$ cat src/rag_pkg.sv
package rag_pkg;
  localparam int PC_W        = 14;
  localparam int RAM_AW      = 10;
  localparam int WORD_W      = 10;
  localparam int PAGE_LSB    = 8;
  localparam int ZP_W        = 6;
  localparam int TBL_IMM_W   = 4;
  localparam int NIB_W       = 4;
  localparam int FLAG_AB_BIT = 8;
  localparam int FLAG_R_BIT  = 9;
  localparam int IDX_PAGE_W  = 2;
  localparam int IDX_ROW_W   = 4;
  localparam int IDX_COL_W   = 4;
  localparam logic [RAM_AW-1:0] MEMREG_BASE = 10'h040;
  localparam logic [3:0]        MEMREG_IDX_W = 4'h4;
  localparam logic [PC_W-1:0]   PC_RESET    = 14'h0000;
  localparam logic [7:0]        PAGE_LAST   = 8'hff;

  typedef enum logic [3:0] {
    RAG_OP_NONE,
    RAG_OP_IND,
    RAG_OP_DIRECT,
    RAG_OP_MEMREG,
    RAG_OP_LONG,
    RAG_OP_SHORT,
    RAG_OP_ZCALL,
    RAG_OP_TBRANCH,
    RAG_OP_TREAD
  } rag_op_t;

  typedef enum logic [1:0] {
    RAG_ST_IDLE,
    RAG_ST_DIRECT2,
    RAG_ST_TREAD
  } rag_state_t;
endpackage

$ cat src/rag_tbl_route.sv
`timescale 1ns/1ps
module rag_tbl_route (
  input  wire logic [rag_pkg::WORD_W-1:0] rom_word,
  output logic                            wr_acc_b,
  output logic                            wr_port,
  output logic [7:0]                      data8
);
  always_comb begin
    wr_acc_b = rom_word[rag_pkg::FLAG_AB_BIT]; // RULE10
    wr_port  = rom_word[rag_pkg::FLAG_R_BIT];  // RULE11
    data8    = rom_word[7:0];
  end
endmodule // rag_tbl_route

$ cat src/rag_top.sv
`timescale 1ns/1ps
// Notes on behaviour
// RULE1: indirect RAM address is page, row and column index registers joined into 10 bits.
// RULE2: direct RAM access is two words and the whole second word is the RAM address.
// RULE3: sixteen memory registers sit at 040 to 04f, reached only by their two instructions; here indirect and direct addresses can also reach them.
// RULE4: long jump, long branch and call load all 14 pc bits from the immediate.
// RULE5: short branch replaces pc bits 7..0 only, keeping the page bits of 64 pages of 256.
// RULE6: a short branch at the last word of a page lands in the following page.
// RULE7: zero-page call puts its 6-bit immediate in pc 5..0 and clears pc 13..6.
// RULE8: table branch target is built from a 4-bit immediate, accumulator and b register.
// RULE9: table target order is immediate, then b, then accumulator.
// RULE10: table read with word bit 8 set writes the low byte into accumulator and b.
// RULE11: table read with word bit 9 set writes the low byte into port one and two latches.
// RULE12: with both flag bits set, both destinations update in the same instruction.
// RULE13: table read leaves pc sequencing unchanged; the next instruction follows.
// RULE14: table read with neither flag bit set changes no register or latch.
module rag_top (
  input  wire logic                          sys_clk,
  input  wire logic                          rst_b,
  input  wire logic                          op_valid,
  input  wire rag_pkg::rag_op_t              op_code,
  input  wire logic [rag_pkg::PC_W-1:0]      op_imm,
  input  wire logic [rag_pkg::IDX_PAGE_W-1:0] idx_page,
  input  wire logic [rag_pkg::IDX_ROW_W-1:0] idx_row,
  input  wire logic [rag_pkg::IDX_COL_W-1:0] idx_col,
  input  wire logic [rag_pkg::WORD_W-1:0]    second_word,
  input  wire logic                          second_valid,
  input  wire logic [rag_pkg::WORD_W-1:0]    rom_data,
  input  wire logic                          rom_valid,
  input  wire logic [rag_pkg::NIB_W-1:0]     acc_in,
  input  wire logic [rag_pkg::NIB_W-1:0]     b_in,
  output logic [rag_pkg::PC_W-1:0]           pc,
  output logic [rag_pkg::RAM_AW-1:0]         ram_addr,
  output logic                               ram_addr_valid,
  output logic                               memreg_sel,
  output logic [rag_pkg::PC_W-1:0]           rom_addr,
  output logic                               rom_rd,
  output logic [rag_pkg::NIB_W-1:0]          acc_out,
  output logic [rag_pkg::NIB_W-1:0]          b_out,
  output logic                               acc_b_we,
  output logic [rag_pkg::NIB_W-1:0]          port_one_out_latch,
  output logic [rag_pkg::NIB_W-1:0]          port_two_out_latch,
  output logic                               busy
);
  localparam int PW = rag_pkg::PC_W;
  localparam int AW = rag_pkg::RAM_AW;
  localparam int NW = rag_pkg::NIB_W;
  localparam int PL = rag_pkg::PAGE_LSB;
  localparam int ZW = rag_pkg::ZP_W;
  localparam int TW = rag_pkg::TBL_IMM_W;
  localparam int BW = 2 * rag_pkg::NIB_W;

  rag_pkg::rag_state_t state;
  logic [PW-1:0]       next_pc;
  logic [PW-1:0]       pc_inc;
  logic [PW-1:0]       pc_skip;
  logic [PW-1:0]       short_tgt;
  logic [PW-1:0]       zcall_tgt;
  logic [PW-1:0]       tbl_addr;
  logic [AW-1:0]       next_ram_addr;
  logic                next_ram_valid;
  logic [AW-1:0]       ind_addr;
  logic [AW-1:0]       memreg_addr;
  logic                page_last;
  logic                take;
  logic                take_ind;
  logic                take_direct;
  logic                take_memreg;
  logic                take_long;
  logic                take_short;
  logic                take_zcall;
  logic                take_tbranch;
  logic                take_tread;
  logic                second_done;
  logic                rom_done;
  logic                direct_wait;
  logic                tread_wait;
  logic                ab_write;
  logic                port_write;
  logic                wr_acc_b;
  logic                wr_port;
  logic [BW-1:0]       data8;

  // new instructions are only taken while idle
  assign take        = (state == rag_pkg::RAG_ST_IDLE) && op_valid;
  assign second_done = (state == rag_pkg::RAG_ST_DIRECT2) && second_valid;
  assign rom_done    = (state == rag_pkg::RAG_ST_TREAD) && rom_valid;
  assign direct_wait = (state == rag_pkg::RAG_ST_DIRECT2) && !second_valid;
  assign tread_wait  = (state == rag_pkg::RAG_ST_TREAD) && !rom_valid;

  // one strobe per accepted opcode
  always_comb begin
    take_ind     = 1'b0;
    take_direct  = 1'b0;
    take_memreg  = 1'b0;
    take_long    = 1'b0;
    take_short   = 1'b0;
    take_zcall   = 1'b0;
    take_tbranch = 1'b0;
    take_tread   = 1'b0;
    if (take) begin
      unique case (op_code)
        rag_pkg::RAG_OP_IND:     take_ind     = 1'b1;
        rag_pkg::RAG_OP_DIRECT:  take_direct  = 1'b1;
        rag_pkg::RAG_OP_MEMREG:  take_memreg  = 1'b1;
        rag_pkg::RAG_OP_LONG:    take_long    = 1'b1;
        rag_pkg::RAG_OP_SHORT:   take_short   = 1'b1;
        rag_pkg::RAG_OP_ZCALL:   take_zcall   = 1'b1;
        rag_pkg::RAG_OP_TBRANCH: take_tbranch = 1'b1;
        rag_pkg::RAG_OP_TREAD:   take_tread   = 1'b1;
        default: ;
      endcase
    end
  end

  // target and address forming
  assign pc_inc      = PW'(pc + PW'(1));
  assign pc_skip     = PW'(pc + PW'(2));
  assign page_last   = (pc[PL-1:0] == rag_pkg::PAGE_LAST);
  // the carry out of pc + 1 moves a page-end branch into the next page
  assign short_tgt   = page_last ? {pc_inc[PW-1:PL], op_imm[PL-1:0]}  // RULE6
                                 : {pc[PW-1:PL], op_imm[PL-1:0]};     // RULE5
  assign zcall_tgt   = PW'(op_imm[ZW-1:0]); // RULE7
  assign tbl_addr    = PW'({op_imm[TW-1:0], b_in, acc_in}); // RULE8 RULE9
  assign ind_addr    = {idx_page, idx_row, idx_col}; // RULE1
  assign memreg_addr = rag_pkg::MEMREG_BASE | AW'(op_imm[NW-1:0]); // RULE3

  rag_tbl_route u_route (
    .rom_word (rom_data),
    .wr_acc_b (wr_acc_b),
    .wr_port  (wr_port),
    .data8    (data8)
  );

  // table read destinations, each flag bit picks its own
  assign ab_write   = rom_done && wr_acc_b; // RULE10 RULE12 RULE14
  assign port_write = rom_done && wr_port; // RULE11 RULE12 RULE14

  // sequencer
  always_ff @(posedge sys_clk) begin
    if (!rst_b) begin
      state <= rag_pkg::RAG_ST_IDLE;
    end else begin
      unique case (state)
        rag_pkg::RAG_ST_IDLE: begin
          if (take_direct) begin
            state <= rag_pkg::RAG_ST_DIRECT2; // RULE2
          end else if (take_tread) begin
            state <= rag_pkg::RAG_ST_TREAD;
          end
        end
        // wait for the second program word
        rag_pkg::RAG_ST_DIRECT2: begin
          if (second_valid) begin
            state <= rag_pkg::RAG_ST_IDLE;
          end
        end
        // wait for the referenced rom word
        rag_pkg::RAG_ST_TREAD: begin
          if (rom_valid) begin
            state <= rag_pkg::RAG_ST_IDLE;
          end
        end
        default: state <= rag_pkg::RAG_ST_IDLE;
      endcase
    end
  end

  // busy covers every state other than idle
  always_ff @(posedge sys_clk) begin
    if (!rst_b) begin
      busy <= 1'b0;
    end else begin
      busy <= take_direct || take_tread || direct_wait || tread_wait;
    end
  end

  // next program counter
  always_comb begin
    next_pc = pc;
    if (take) begin
      unique case (op_code)
        rag_pkg::RAG_OP_LONG:    next_pc = op_imm; // RULE4
        rag_pkg::RAG_OP_SHORT:   next_pc = short_tgt; // RULE5 RULE6
        rag_pkg::RAG_OP_ZCALL:   next_pc = zcall_tgt; // RULE7
        rag_pkg::RAG_OP_TBRANCH: next_pc = tbl_addr; // RULE8
        rag_pkg::RAG_OP_DIRECT:  next_pc = pc_skip; // RULE2
        rag_pkg::RAG_OP_TREAD:   next_pc = pc_inc; // RULE13
        default:                 next_pc = pc_inc;
      endcase
    end
  end

  always_ff @(posedge sys_clk) begin
    if (!rst_b) begin
      pc <= rag_pkg::PC_RESET;
    end else begin
      pc <= next_pc;
    end
  end

  // RAM address source, one mode at a time
  always_comb begin
    next_ram_addr  = ram_addr;
    next_ram_valid = 1'b0;
    if (second_done) begin
      next_ram_addr  = second_word; // RULE2
      next_ram_valid = 1'b1;
    end else if (take_ind) begin
      next_ram_addr  = ind_addr; // RULE1
      next_ram_valid = 1'b1;
    end else if (take_memreg) begin
      next_ram_addr  = memreg_addr; // RULE3
      next_ram_valid = 1'b1;
    end
  end

  // address holds between accesses
  always_ff @(posedge sys_clk) begin
    if (!rst_b) begin
      ram_addr <= '0;
    end else begin
      ram_addr <= next_ram_addr;
    end
  end

  // valid pulses for one cycle per access
  always_ff @(posedge sys_clk) begin
    if (!rst_b) begin
      ram_addr_valid <= 1'b0;
    end else begin
      ram_addr_valid <= next_ram_valid;
    end
  end

  // marks an access made by the memory register instruction, not indirect or direct ones into 040 to 04f
  always_ff @(posedge sys_clk) begin
    if (!rst_b) begin
      memreg_sel <= 1'b0;
    end else begin
      memreg_sel <= take_memreg; // RULE3
    end
  end

  // table address of the word being fetched
  always_ff @(posedge sys_clk) begin
    if (!rst_b) begin
      rom_addr <= '0;
    end else if (take_tread) begin
      rom_addr <= tbl_addr; // RULE10
    end
  end

  always_ff @(posedge sys_clk) begin
    if (!rst_b) begin
      rom_rd <= 1'b0;
    end else begin
      rom_rd <= take_tread;
    end
  end

  // accumulator gets the low nibble, b the high one
  always_ff @(posedge sys_clk) begin
    if (!rst_b) begin
      acc_out <= '0;
    end else if (ab_write) begin
      acc_out <= data8[NW-1:0]; // RULE10
    end
  end

  always_ff @(posedge sys_clk) begin
    if (!rst_b) begin
      b_out <= '0;
    end else if (ab_write) begin
      b_out <= data8[BW-1:NW]; // RULE10
    end
  end

  // one-cycle write strobe for the accumulator pair
  always_ff @(posedge sys_clk) begin
    if (!rst_b) begin
      acc_b_we <= 1'b0;
    end else begin
      acc_b_we <= ab_write; // RULE12
    end
  end

  // port one gets the low nibble, port two the high one
  always_ff @(posedge sys_clk) begin
    if (!rst_b) begin
      port_one_out_latch <= '0;
    end else if (port_write) begin
      port_one_out_latch <= data8[NW-1:0]; // RULE11
    end
  end

  always_ff @(posedge sys_clk) begin
    if (!rst_b) begin
      port_two_out_latch <= '0;
    end else if (port_write) begin
      port_two_out_latch <= data8[BW-1:NW]; // RULE11
    end
  end
endmodule // rag_top

$ cat config.mk
export PLATFORM = sky130hd
export DESIGN_NAME = rag_top
export DESIGN_NICKNAME = d
export VERILOG_FILES = /design/src/rag_pkg.sv /design/src/rag_tbl_route.sv /design/src/rag_top.sv
export SDC_FILE = /design/constraint.sdc
export NUM_CORES = 1
export LEC_CHECK = 0
export BUFFER_PORTS_ARGS = -buffer_cell sky130_fd_sc_hd__buf_4
export CAP_MARGIN = 10
export CORE_MARGIN = 4
export CORE_UTILIZATION = 49
export DETAILED_ROUTE_END_ITERATION = 8
export PLACE_DENSITY = 0.8
export SLEW_MARGIN = 20
export SYNTH_ARGS = -nofsm -noshare
export SYNTH_HDL_FRONTEND = slang
export SYNTH_SLANG_ARGS = --single-unit
$ cat constraint.sdc
create_clock -name sys_clk -period 2.8 [get_ports sys_clk]
set_input_delay 0.56 -clock sys_clk [delete_from_list [all_inputs] [get_ports sys_clk]]
set_output_delay 0.56 -clock sys_clk [all_outputs]
set_load 0.01 [all_outputs]
# Yosys cells after proc, flatten, opt, wreduce, memory -nomap -nowiden
# Cells that the tools add are included.
# totals
ff_bits	59
out_inout_bits	59
input_bits	61
elab_cells	68
# op_classes
n_addsub	2
mux	21
n_reduce_logical	16
eq_ne	15
# ops
operator	n
14-bit case mux with 5 select lines	1
10-bit two-way mux	3
4-bit by 3-bit == test with 1-bit output, second input constant	4
14-bit by 1-bit adder with 14-bit output, second input constant	1
14-bit by 2-bit adder with 14-bit output, second input constant	1
14-bit two-way mux	1
1-bit two-way mux	11
4-bit by 2-bit == test with 1-bit output, second input constant	2
8-bit == test, second input constant	1
2-bit two-way mux	4
1-bit logical AND	7
2-bit inequality test, second input constant	3
2-bit case mux with 3 select lines	1
4-bit by 1-bit == test with 1-bit output, second input constant	1
4-bit == test, second input constant	1
1-bit logical OR	3
3-bit inequality test, second input constant	1
3-bit AND reduction	1
3-bit nonzero test	1
2-bit by 1-bit == test with 1-bit output, second input constant	1
2-bit == test, second input constant	1
1-bit zero test	2
2-bit zero test	1
2-bit AND reduction	1

# Logic depth before layout (Yosys ltp)
# Gate-level depths: netlist (run 1).
# depth
depth_word	6
depth_mapped	8
depth_no_buf	7

# Modules after synthesis
# A second synthesis (run 1) with hierarchy kept.
# unflattened
hier_cells	404
hier_area_um2	3231.8
# by_module_without_submodules
module	area_per_inst_um2	n_inst	seq_area_each_um2	cells_per_inst
rag_top	3156.8	1	1181.1	394
rag_tbl_route	75.1	1	0.0	10

# Worst setup path before layout (run 1)
# No wires, ideal clock.
# synth_timing
path_kind	input-to-reg
start	input port op_valid
end	register ram_addr[0] in the netlist's numbering
path_buffers	2
stages	8
required_ns	2.680
t_arrival_ns	1.962
slack_ns	0.718
setup_ns	0.120
cell_sequence	or3b_1 > buf_2 > nor3_2 > and3b_1 > buf_6 > mux2_1 > mux2i_1 > o21ai_1
# synth_via
elab_chain_len	4
word_cells_on_any_way	6
classes_between	4 x mux; 2 x reduce/logical
# synth_lines
element	line	rtl
from (decl)	rag_top.sv:20	input wire logic op_valid,
1-bit logical AND *	rag_top.sv:85	assign take = (state == rag_pkg::RAG_ST_IDLE) && op_valid;
1-bit two-way mux	rag_top.sv:101	if (take) begin
10-bit two-way mux	rag_top.sv:209	end else if (take_ind) begin
10-bit two-way mux	rag_top.sv:206	if (second_done) begin
to (signal assigned)	rag_top.sv:223	ram_addr <= next_ram_addr;
to (decl)	rag_top.sv:33	output logic [rag_pkg::RAM_AW-1:0] ram_addr,
# Mark *: on every way between the ends. The rest lies on a longest branch, timed or not.
# A chain may end at the register's enable or synchronous reset.

# Worst setup path in the final report (run 1)
# layout_timing
start	register state[0]
end	register ram_addr[0] in the netlist's numbering
# layout_via
elab_chain_len	5
word_cells_on_any_way	9
classes_between	1 x eq/ne; 4 x mux; 4 x reduce/logical
# layout_lines
element	line	rtl
from (decl)	rag_top.sv:53	rag_pkg::rag_state_t state;
from (signal assigned)	rag_top.sv:142	state <= rag_pkg::RAG_ST_IDLE;
from (signal assigned)	rag_top.sv:147	state <= rag_pkg::RAG_ST_DIRECT2;
from (signal assigned)	rag_top.sv:149	state <= rag_pkg::RAG_ST_TREAD;
2-bit zero test	rag_top.sv:85	
1-bit logical AND	rag_top.sv:85	
1-bit two-way mux	rag_top.sv:101	
10-bit two-way mux	rag_top.sv:209	
10-bit two-way mux	rag_top.sv:206	
# Several ways; a longest one is shown, not always the timed one.

==> results.md, run 1 <==
* Status: finished, final reports clean
* Worst-path clk slew at 70 ps
* Tmin final at around 2200 ps
* Largest net degree at the start of global routing at 62
* P&R area growth vs syn at 34.2%
* Kind of critical path: reg -> reg
* # IOs at 120
* Initial antenna violation count at 0
* Routed Antenna Nets at 0
* Cell Count, Final, Fillers Out at 577
* Worst Setup Start Kind: flop
* Largest cells by area after synthesis: dfxtp_1 (37%), nand2_1 (9.2%), a21boi_0 (7.1%)
* Synth cell count leaders: nand2_1 (77), dfxtp_1 (59), a21boi_0 (30)
* Max frequency at 451 MHz
* CP startpoint: state[0]
* Num CTS Buffers at 9
* Yosys top cell area share at 37.4%
* Vias in the first global route at 3187
* Gr ovfl total at 0
* Post-CTS setup buffer count at 0
* Crit-path slowest cell: or3b_1
* GPL Wtd Cong at 0.940
* FP Rows at 28
* CP peak stage delay at 520 ps
* Die X-Extent at 88.3 microns
* Max_cap viols at 0
* DRT met1 WL at 4.13 mm
* Reg power frac at 43.5%
* Pwr dens at 478 nW/um^2
* CP cell instances: or3b_1 -> nor3_2 -> and3b_1 -> mux2_1 -> mux2i_1 -> o21ai_1
* Combinational power share at between 10% and 20%
* Synth area leader: dfxtp_1
* Drt pass-1 iters at 5
* DRT iter0 DRCs at 327
* Root buffer cell: clkbuf_8
* Proportion of synthesized chip area in sequential cells at 37.4%
* Leakage at 1.78 nW
* Layout cells sized above 1 at ~29%
* Switching Power at 0.501 mW
* Critical Path Fanout Max at 10
* Reg2reg start: state[0]
* Reg-to-reg endpoint: ram_addr[0]
* Slew HR at 45.3%
* Tcrit/Tclk final at 79.1%
* N_diodes at 0
* Worst-Margin Slew at 820 ps
* Worst setup EP type: flop
* CTS Hold Buffers Added at 0
* Yosys warnings at 0
* First-pass GRT wire length at 15.4 mm
* CP arrival at 2440 ps
* Yosys reg bits at 59
* FF+latch area at 1180 sq um
* Half-perimeter wire length after placement at 7.16 mm
* Initial core utilization at 51.8%
* Post-Route WL at between 9 and 10 mm
* Hold Path Class: reg -> reg
* Setup TNS at 0 ps
* Metal3 WL at 925 microns
* Clk_lat worst skew at between 300 and 400 ps
* Top Metal Used: met4
* Routed wire per std cell at ~17 microns
* Multi-input logic area at 1810 sq um
* R2R Setup Slk at 580 ps
* Setup crit end: ram_addr[0]
* Placed insts at 561
* Stages on the worst setup path at 6
* Vias at 3320
* PostCTS Resize Cnt at 0
* Hold Vio Cnt, Final at 0
* GRT Util Overall at roughly a quarter
* Remaining DRCs at 0
* Number of synthesized flops with an enable pin at 0
* Die ar. at 7790 sq um
* Die height at 88.3 microns
* Nets at 560
* Clock sinks at 59
* CP required at 3020 ps
* CP Buf/Inv Count at 0
* Post-Syn Area per Cell at 8.01 sq um
* Fillers at 519
* Area of the core at 6100 sq um
* Skew final at a little over 6 ps
* Distinct cells, synth at 59
* Critical path's top delay family: simple AND/OR/NAND/NOR gates
* Max VDD drop at 0.281 mV
* Final setup viols at 0
* Sw Share at approximately a quarter
* Count leader, synth: nand2_1
* Wire length on met2 at 4.31 mm
* CTS tree: yes
* Via density at 5.75
* Post-synth ARST share at 0%
* Mapped cell area at 3160 sq um
* P_int at 1.52 mW
* CTS H-tree depth at 3
* Post-Synthesis Cells at 394
* Predominant post-synthesis flop cell: dfxtp_1
* Reg2Reg Depth at 6
* Port bufs at 117
* Slew Viols, Final at 0
* Clock share of power at 42.8%
* RSZ-0062 raised after global routing: false
* Maximum clock path buffer count at 2
[placed cells by master, fill, tap and decap left out, drive strengths merged, types with 12 or more instances in the layout]
master	count
clkbuf	12
dfxtp	59
nand2	77
o21ai	30
a21oi	19
buf	120
nor2b	12
nor2	14
a21boi	30
nand3	12
[area by class of cell]
type | instances | area share (%)
Multi-Input combinational cell | 300 | 42.8
Sequential cell | 59 | 27.9
Timing Repair Buffer | 120 | 21.3
Clock buffer | 12 | 3.43
Tap cell | 75 | 2.22
Clock inverter | 4 | 1.74
Inverter | 7 | 0.620
[sequential cells by signal, summed over array words and instances, names as in the netlist, 2 cells and up]
signal / count
state: 2
ram_addr: 10
port_two_out_latch: 4
port_one_out_latch: 4
b_out: 4
acc_out: 4
pc: 14
rom_addr: 12
[power groups by stage]
stage          clock [mW]  combinational (mW)  sequential [mW]
3_5_place_dp            0               0.272            0.900
5_1_grt             0.914               0.301            0.885
6_report            0.867               0.276            0.882
4_1_cts             0.876               0.274            0.881
2_1_floorplan           0               0.137            0.902
3_3_place_gp            0               0.269            0.899
[metrics by stage]
stage / cell area [sq um] / utilization [%] / hold WS [ps] / total power [mW] / worst slack [ps]
floorplan: 3160 / - / 484 / 1.04 / 718
global route: 4240 / 69.5 / 471 / 2.10 / 414
CTS: 4240 / 69.5 / 468 / 2.03 / 589
detailed placement: 4020 / 65.9 / 459 / 1.17 / 335
finish: 4240 / 69.5 / 463 / 2.02 / 585
global placement: 4020 / 65.9 / 452 / 1.17 / 408
[worst min-delay path, delay by kind of cell, from the launching register on]
kind             cells  cell delay (ps)
AND/OR/NAND/NOR      1               40
AO/OA/AOI/OAI        1               60
flip-flops           1              310
[routing by layer]
layer  up-vias  track usage [%]
li1       1603                -
met5         -                0
met2       175             40.5
met3        23             5.21
met4         0             12.1
met1      1519             32.7
[cell families (layout without fill, tap and decap cells)]
family          Yosys count  in the layout  share of synthesized area [%]
simple gates            158            158                           24.9
xor+xnor                  8              8                           2.22
other cells               1              2                          0.119
buf+inv                  36            143                           5.23
mux                      14             14                           4.64
flops                    59             59                           37.4
compound gates          116            116                           24.7
fa+ha+maj                 2              2                          0.793
[how the worst min path moves through the flow]
stage	startpoint	to	slack (ps)	depth (start not counted)
CTS	rom_data[8]	acc_b_we	470	2
floorplan	ram_addr[0]	ram_addr[0]	480	2
global placement	port_one_out_latch[2]	port_one_out_latch[2]	450	2
finish	port_one_out_latch[2]	port_one_out_latch[2]	460	2
detailed placement	rom_addr[4]	rom_addr[4]	460	2
global route	rom_data[8]	acc_b_we	470	2
Note: power is estimated with default switching activity, not from simulation.
==> run 2, diff against run 1 <==
CORE_UTILIZATION = 44   (was 49)
PLACE_DENSITY = 0.76   (was 0.8)
clock period = 1.94 ns   (was 2.8 ns; I/O delays follow)
==> results.md, run 2 (synthesized netlist as in run 1, its figures left out) <==
* Slew HR at about three fifths
* Max FFs per register at 14
* Vias at 3471
* CTS H-tree depth at 3
* Worst Setup Start Kind: flop
* Initial antenna violation count at 0
* Max VDD drop at 0.390 mV
* Leakage at 1.92 nW
* Max frequency at 533 MHz
* Kind of critical path: reg -> reg
* Port bufs at between 100 and 150
* GPL Wtd Cong at about 0.93
* Worst-path clk slew at 70 ps
* Clk_lat worst skew at 340 ps
* Die height at 92.7 microns
* Maximum clock path buffer count at 2
* CP Buf/Inv Count at 0
* Vias in the first global route at 3238
* GRT Util Overall at 23.6%
* Critical path's top delay family: simple AND/OR/NAND/NOR gates
* Slew Viols, Final at 0
* Largest net degree at the start of global routing at 62
* Die ar. at 8590 sq um
* Status: finished, final reports clean
* Die X-Extent at 92.7 microns
* DRT iter0 DRCs at 249
* P&R area growth vs syn at 42.1%
* Max_cap viols at 0
* Top reg by flops: pc
* Drt pass-1 iters at 6
* Commonest non-fill, non-tap cell in the layout: buf_4
* Biggest regs: pc x14, rom_addr x12, ram_addr x10
* Half-perimeter wire length after placement at about 7.7 mm
* First-pass GRT wire length at ~16 mm
* Root buffer cell: clkbuf_8
* Hold Path Depth at 2
* # IOs at 120
* Hold Path Class: in -> reg
* Worst-Margin Slew at about 580 ps
* CTS tree: yes
* Num CTS Buffers at 9
* Critical Path Fanout Max at 5
* Skew final at ~6.0 ps
* Crit-path slowest cell: or3b_4
* Final setup margin at 62.8 ps
* FP Rows at 30
* Remaining DRCs at 0
* Pwr dens at 637 nW/um^2
* Post-Route WL at 10.4 mm
* Final setup viols at 0
* Hold Slack at 298 ps
* Stages on the worst setup path at 6
* Initial core utilization at between 40% and 50%
* Hold Vio Cnt, Final at 0
* N_diodes at 0
* Layout cells sized above 1 at 34.2%
* Tcrit/Tclk final at a little over nine tenths
* Reg2Reg Depth at 6
* Routed wire per std cell at 16.6 microns
* Gr ovfl total at 0
* Routed Antenna Nets at 0
* Worst setup EP type: flop
* Clock sinks at 59
* Placed insts at 612
* Via density at 5.53
* CP required at 2160 ps
* Core Util, Final at 65.3%
* Most frequent cells in the layout: buf_4 (150), nand2_1 (77), dfxtp_1 (58)
* Dpl ws at -104 ps
* CP arrival at between 2000 and 2500 ps
* CP peak stage delay at 410 ps
* CP cell instances: or3b_4 -> nor3_2 -> and3b_2 -> mux2_1 -> mux2i_1 -> o21ai_1
* Tmin final at 1880 ps
* Cell Count, Final, Fillers Out at about 630
* Area of the core at 6870 sq um
* Nets at 590
[run 2: routing by layer]
metal	track usage, %	vias to the layer above	wire length, microns
met4	7.45	0	131
met5	0	-	0
met2	37.5	150	4860
li1	-	1666	-
met3	5.77	17	824
met1	31.6	1638	4600
[run 2: power by group]
| part | switching, mW | leakage [nW] | internal, mW |
|---|---|---|---|
| sequential | 0.0285 | 0.478 | 1.24 |
| clock | 0.539 | 0.0998 | 0.601 |
| combinational | 0.220 | 1.34 | 0.231 |
| total | 0.787 | 1.92 | 2.07 |
[run 2: metrics by stage]
stage                     setup TNS (ps)  area, sq um  power [mW]
after floorplan                        0         3160        1.50
after global placement              -231         4270        1.73
after detailed placement            -383         4270        1.74
after CTS                              0         4470        2.87
after global routing               -21.0         4490        2.98
final                                  0         4490        2.86
[run 2: repair_timing]
item | CTS | global route
resized for setup | 1 | 5
endpoints found under the setup margin | 1 | 8
pin swaps | 0 | 1
hold buffers | 0 | 0
buffers inserted | 0 | 0
[run 2: cell type report]
| class | count | area (sq um) |
|---|---|---|
| Multi-Input combinational cell | 300 | 1830 |
| Timing Repair Buffer | 150 | 1130 |
| Inverter | 7 | 26.3 |
| Fill cell | 641 | 2380 |
| Tap cell | 96 | 120 |
| Sequential cell | 59 | 1180 |
| Clock inverter | 7 | 77.6 |
| Clock buffer | 9 | 124 |
[run 2: worst paths after layout]
path	from	to	slack, ps
max reg2reg	state[0]	ram_addr[0]	60
min	rom_data[8]	acc_b_we	300
max	state[0]	ram_addr[0]	60
min reg2reg	ram_addr[3]	ram_addr[3]	460
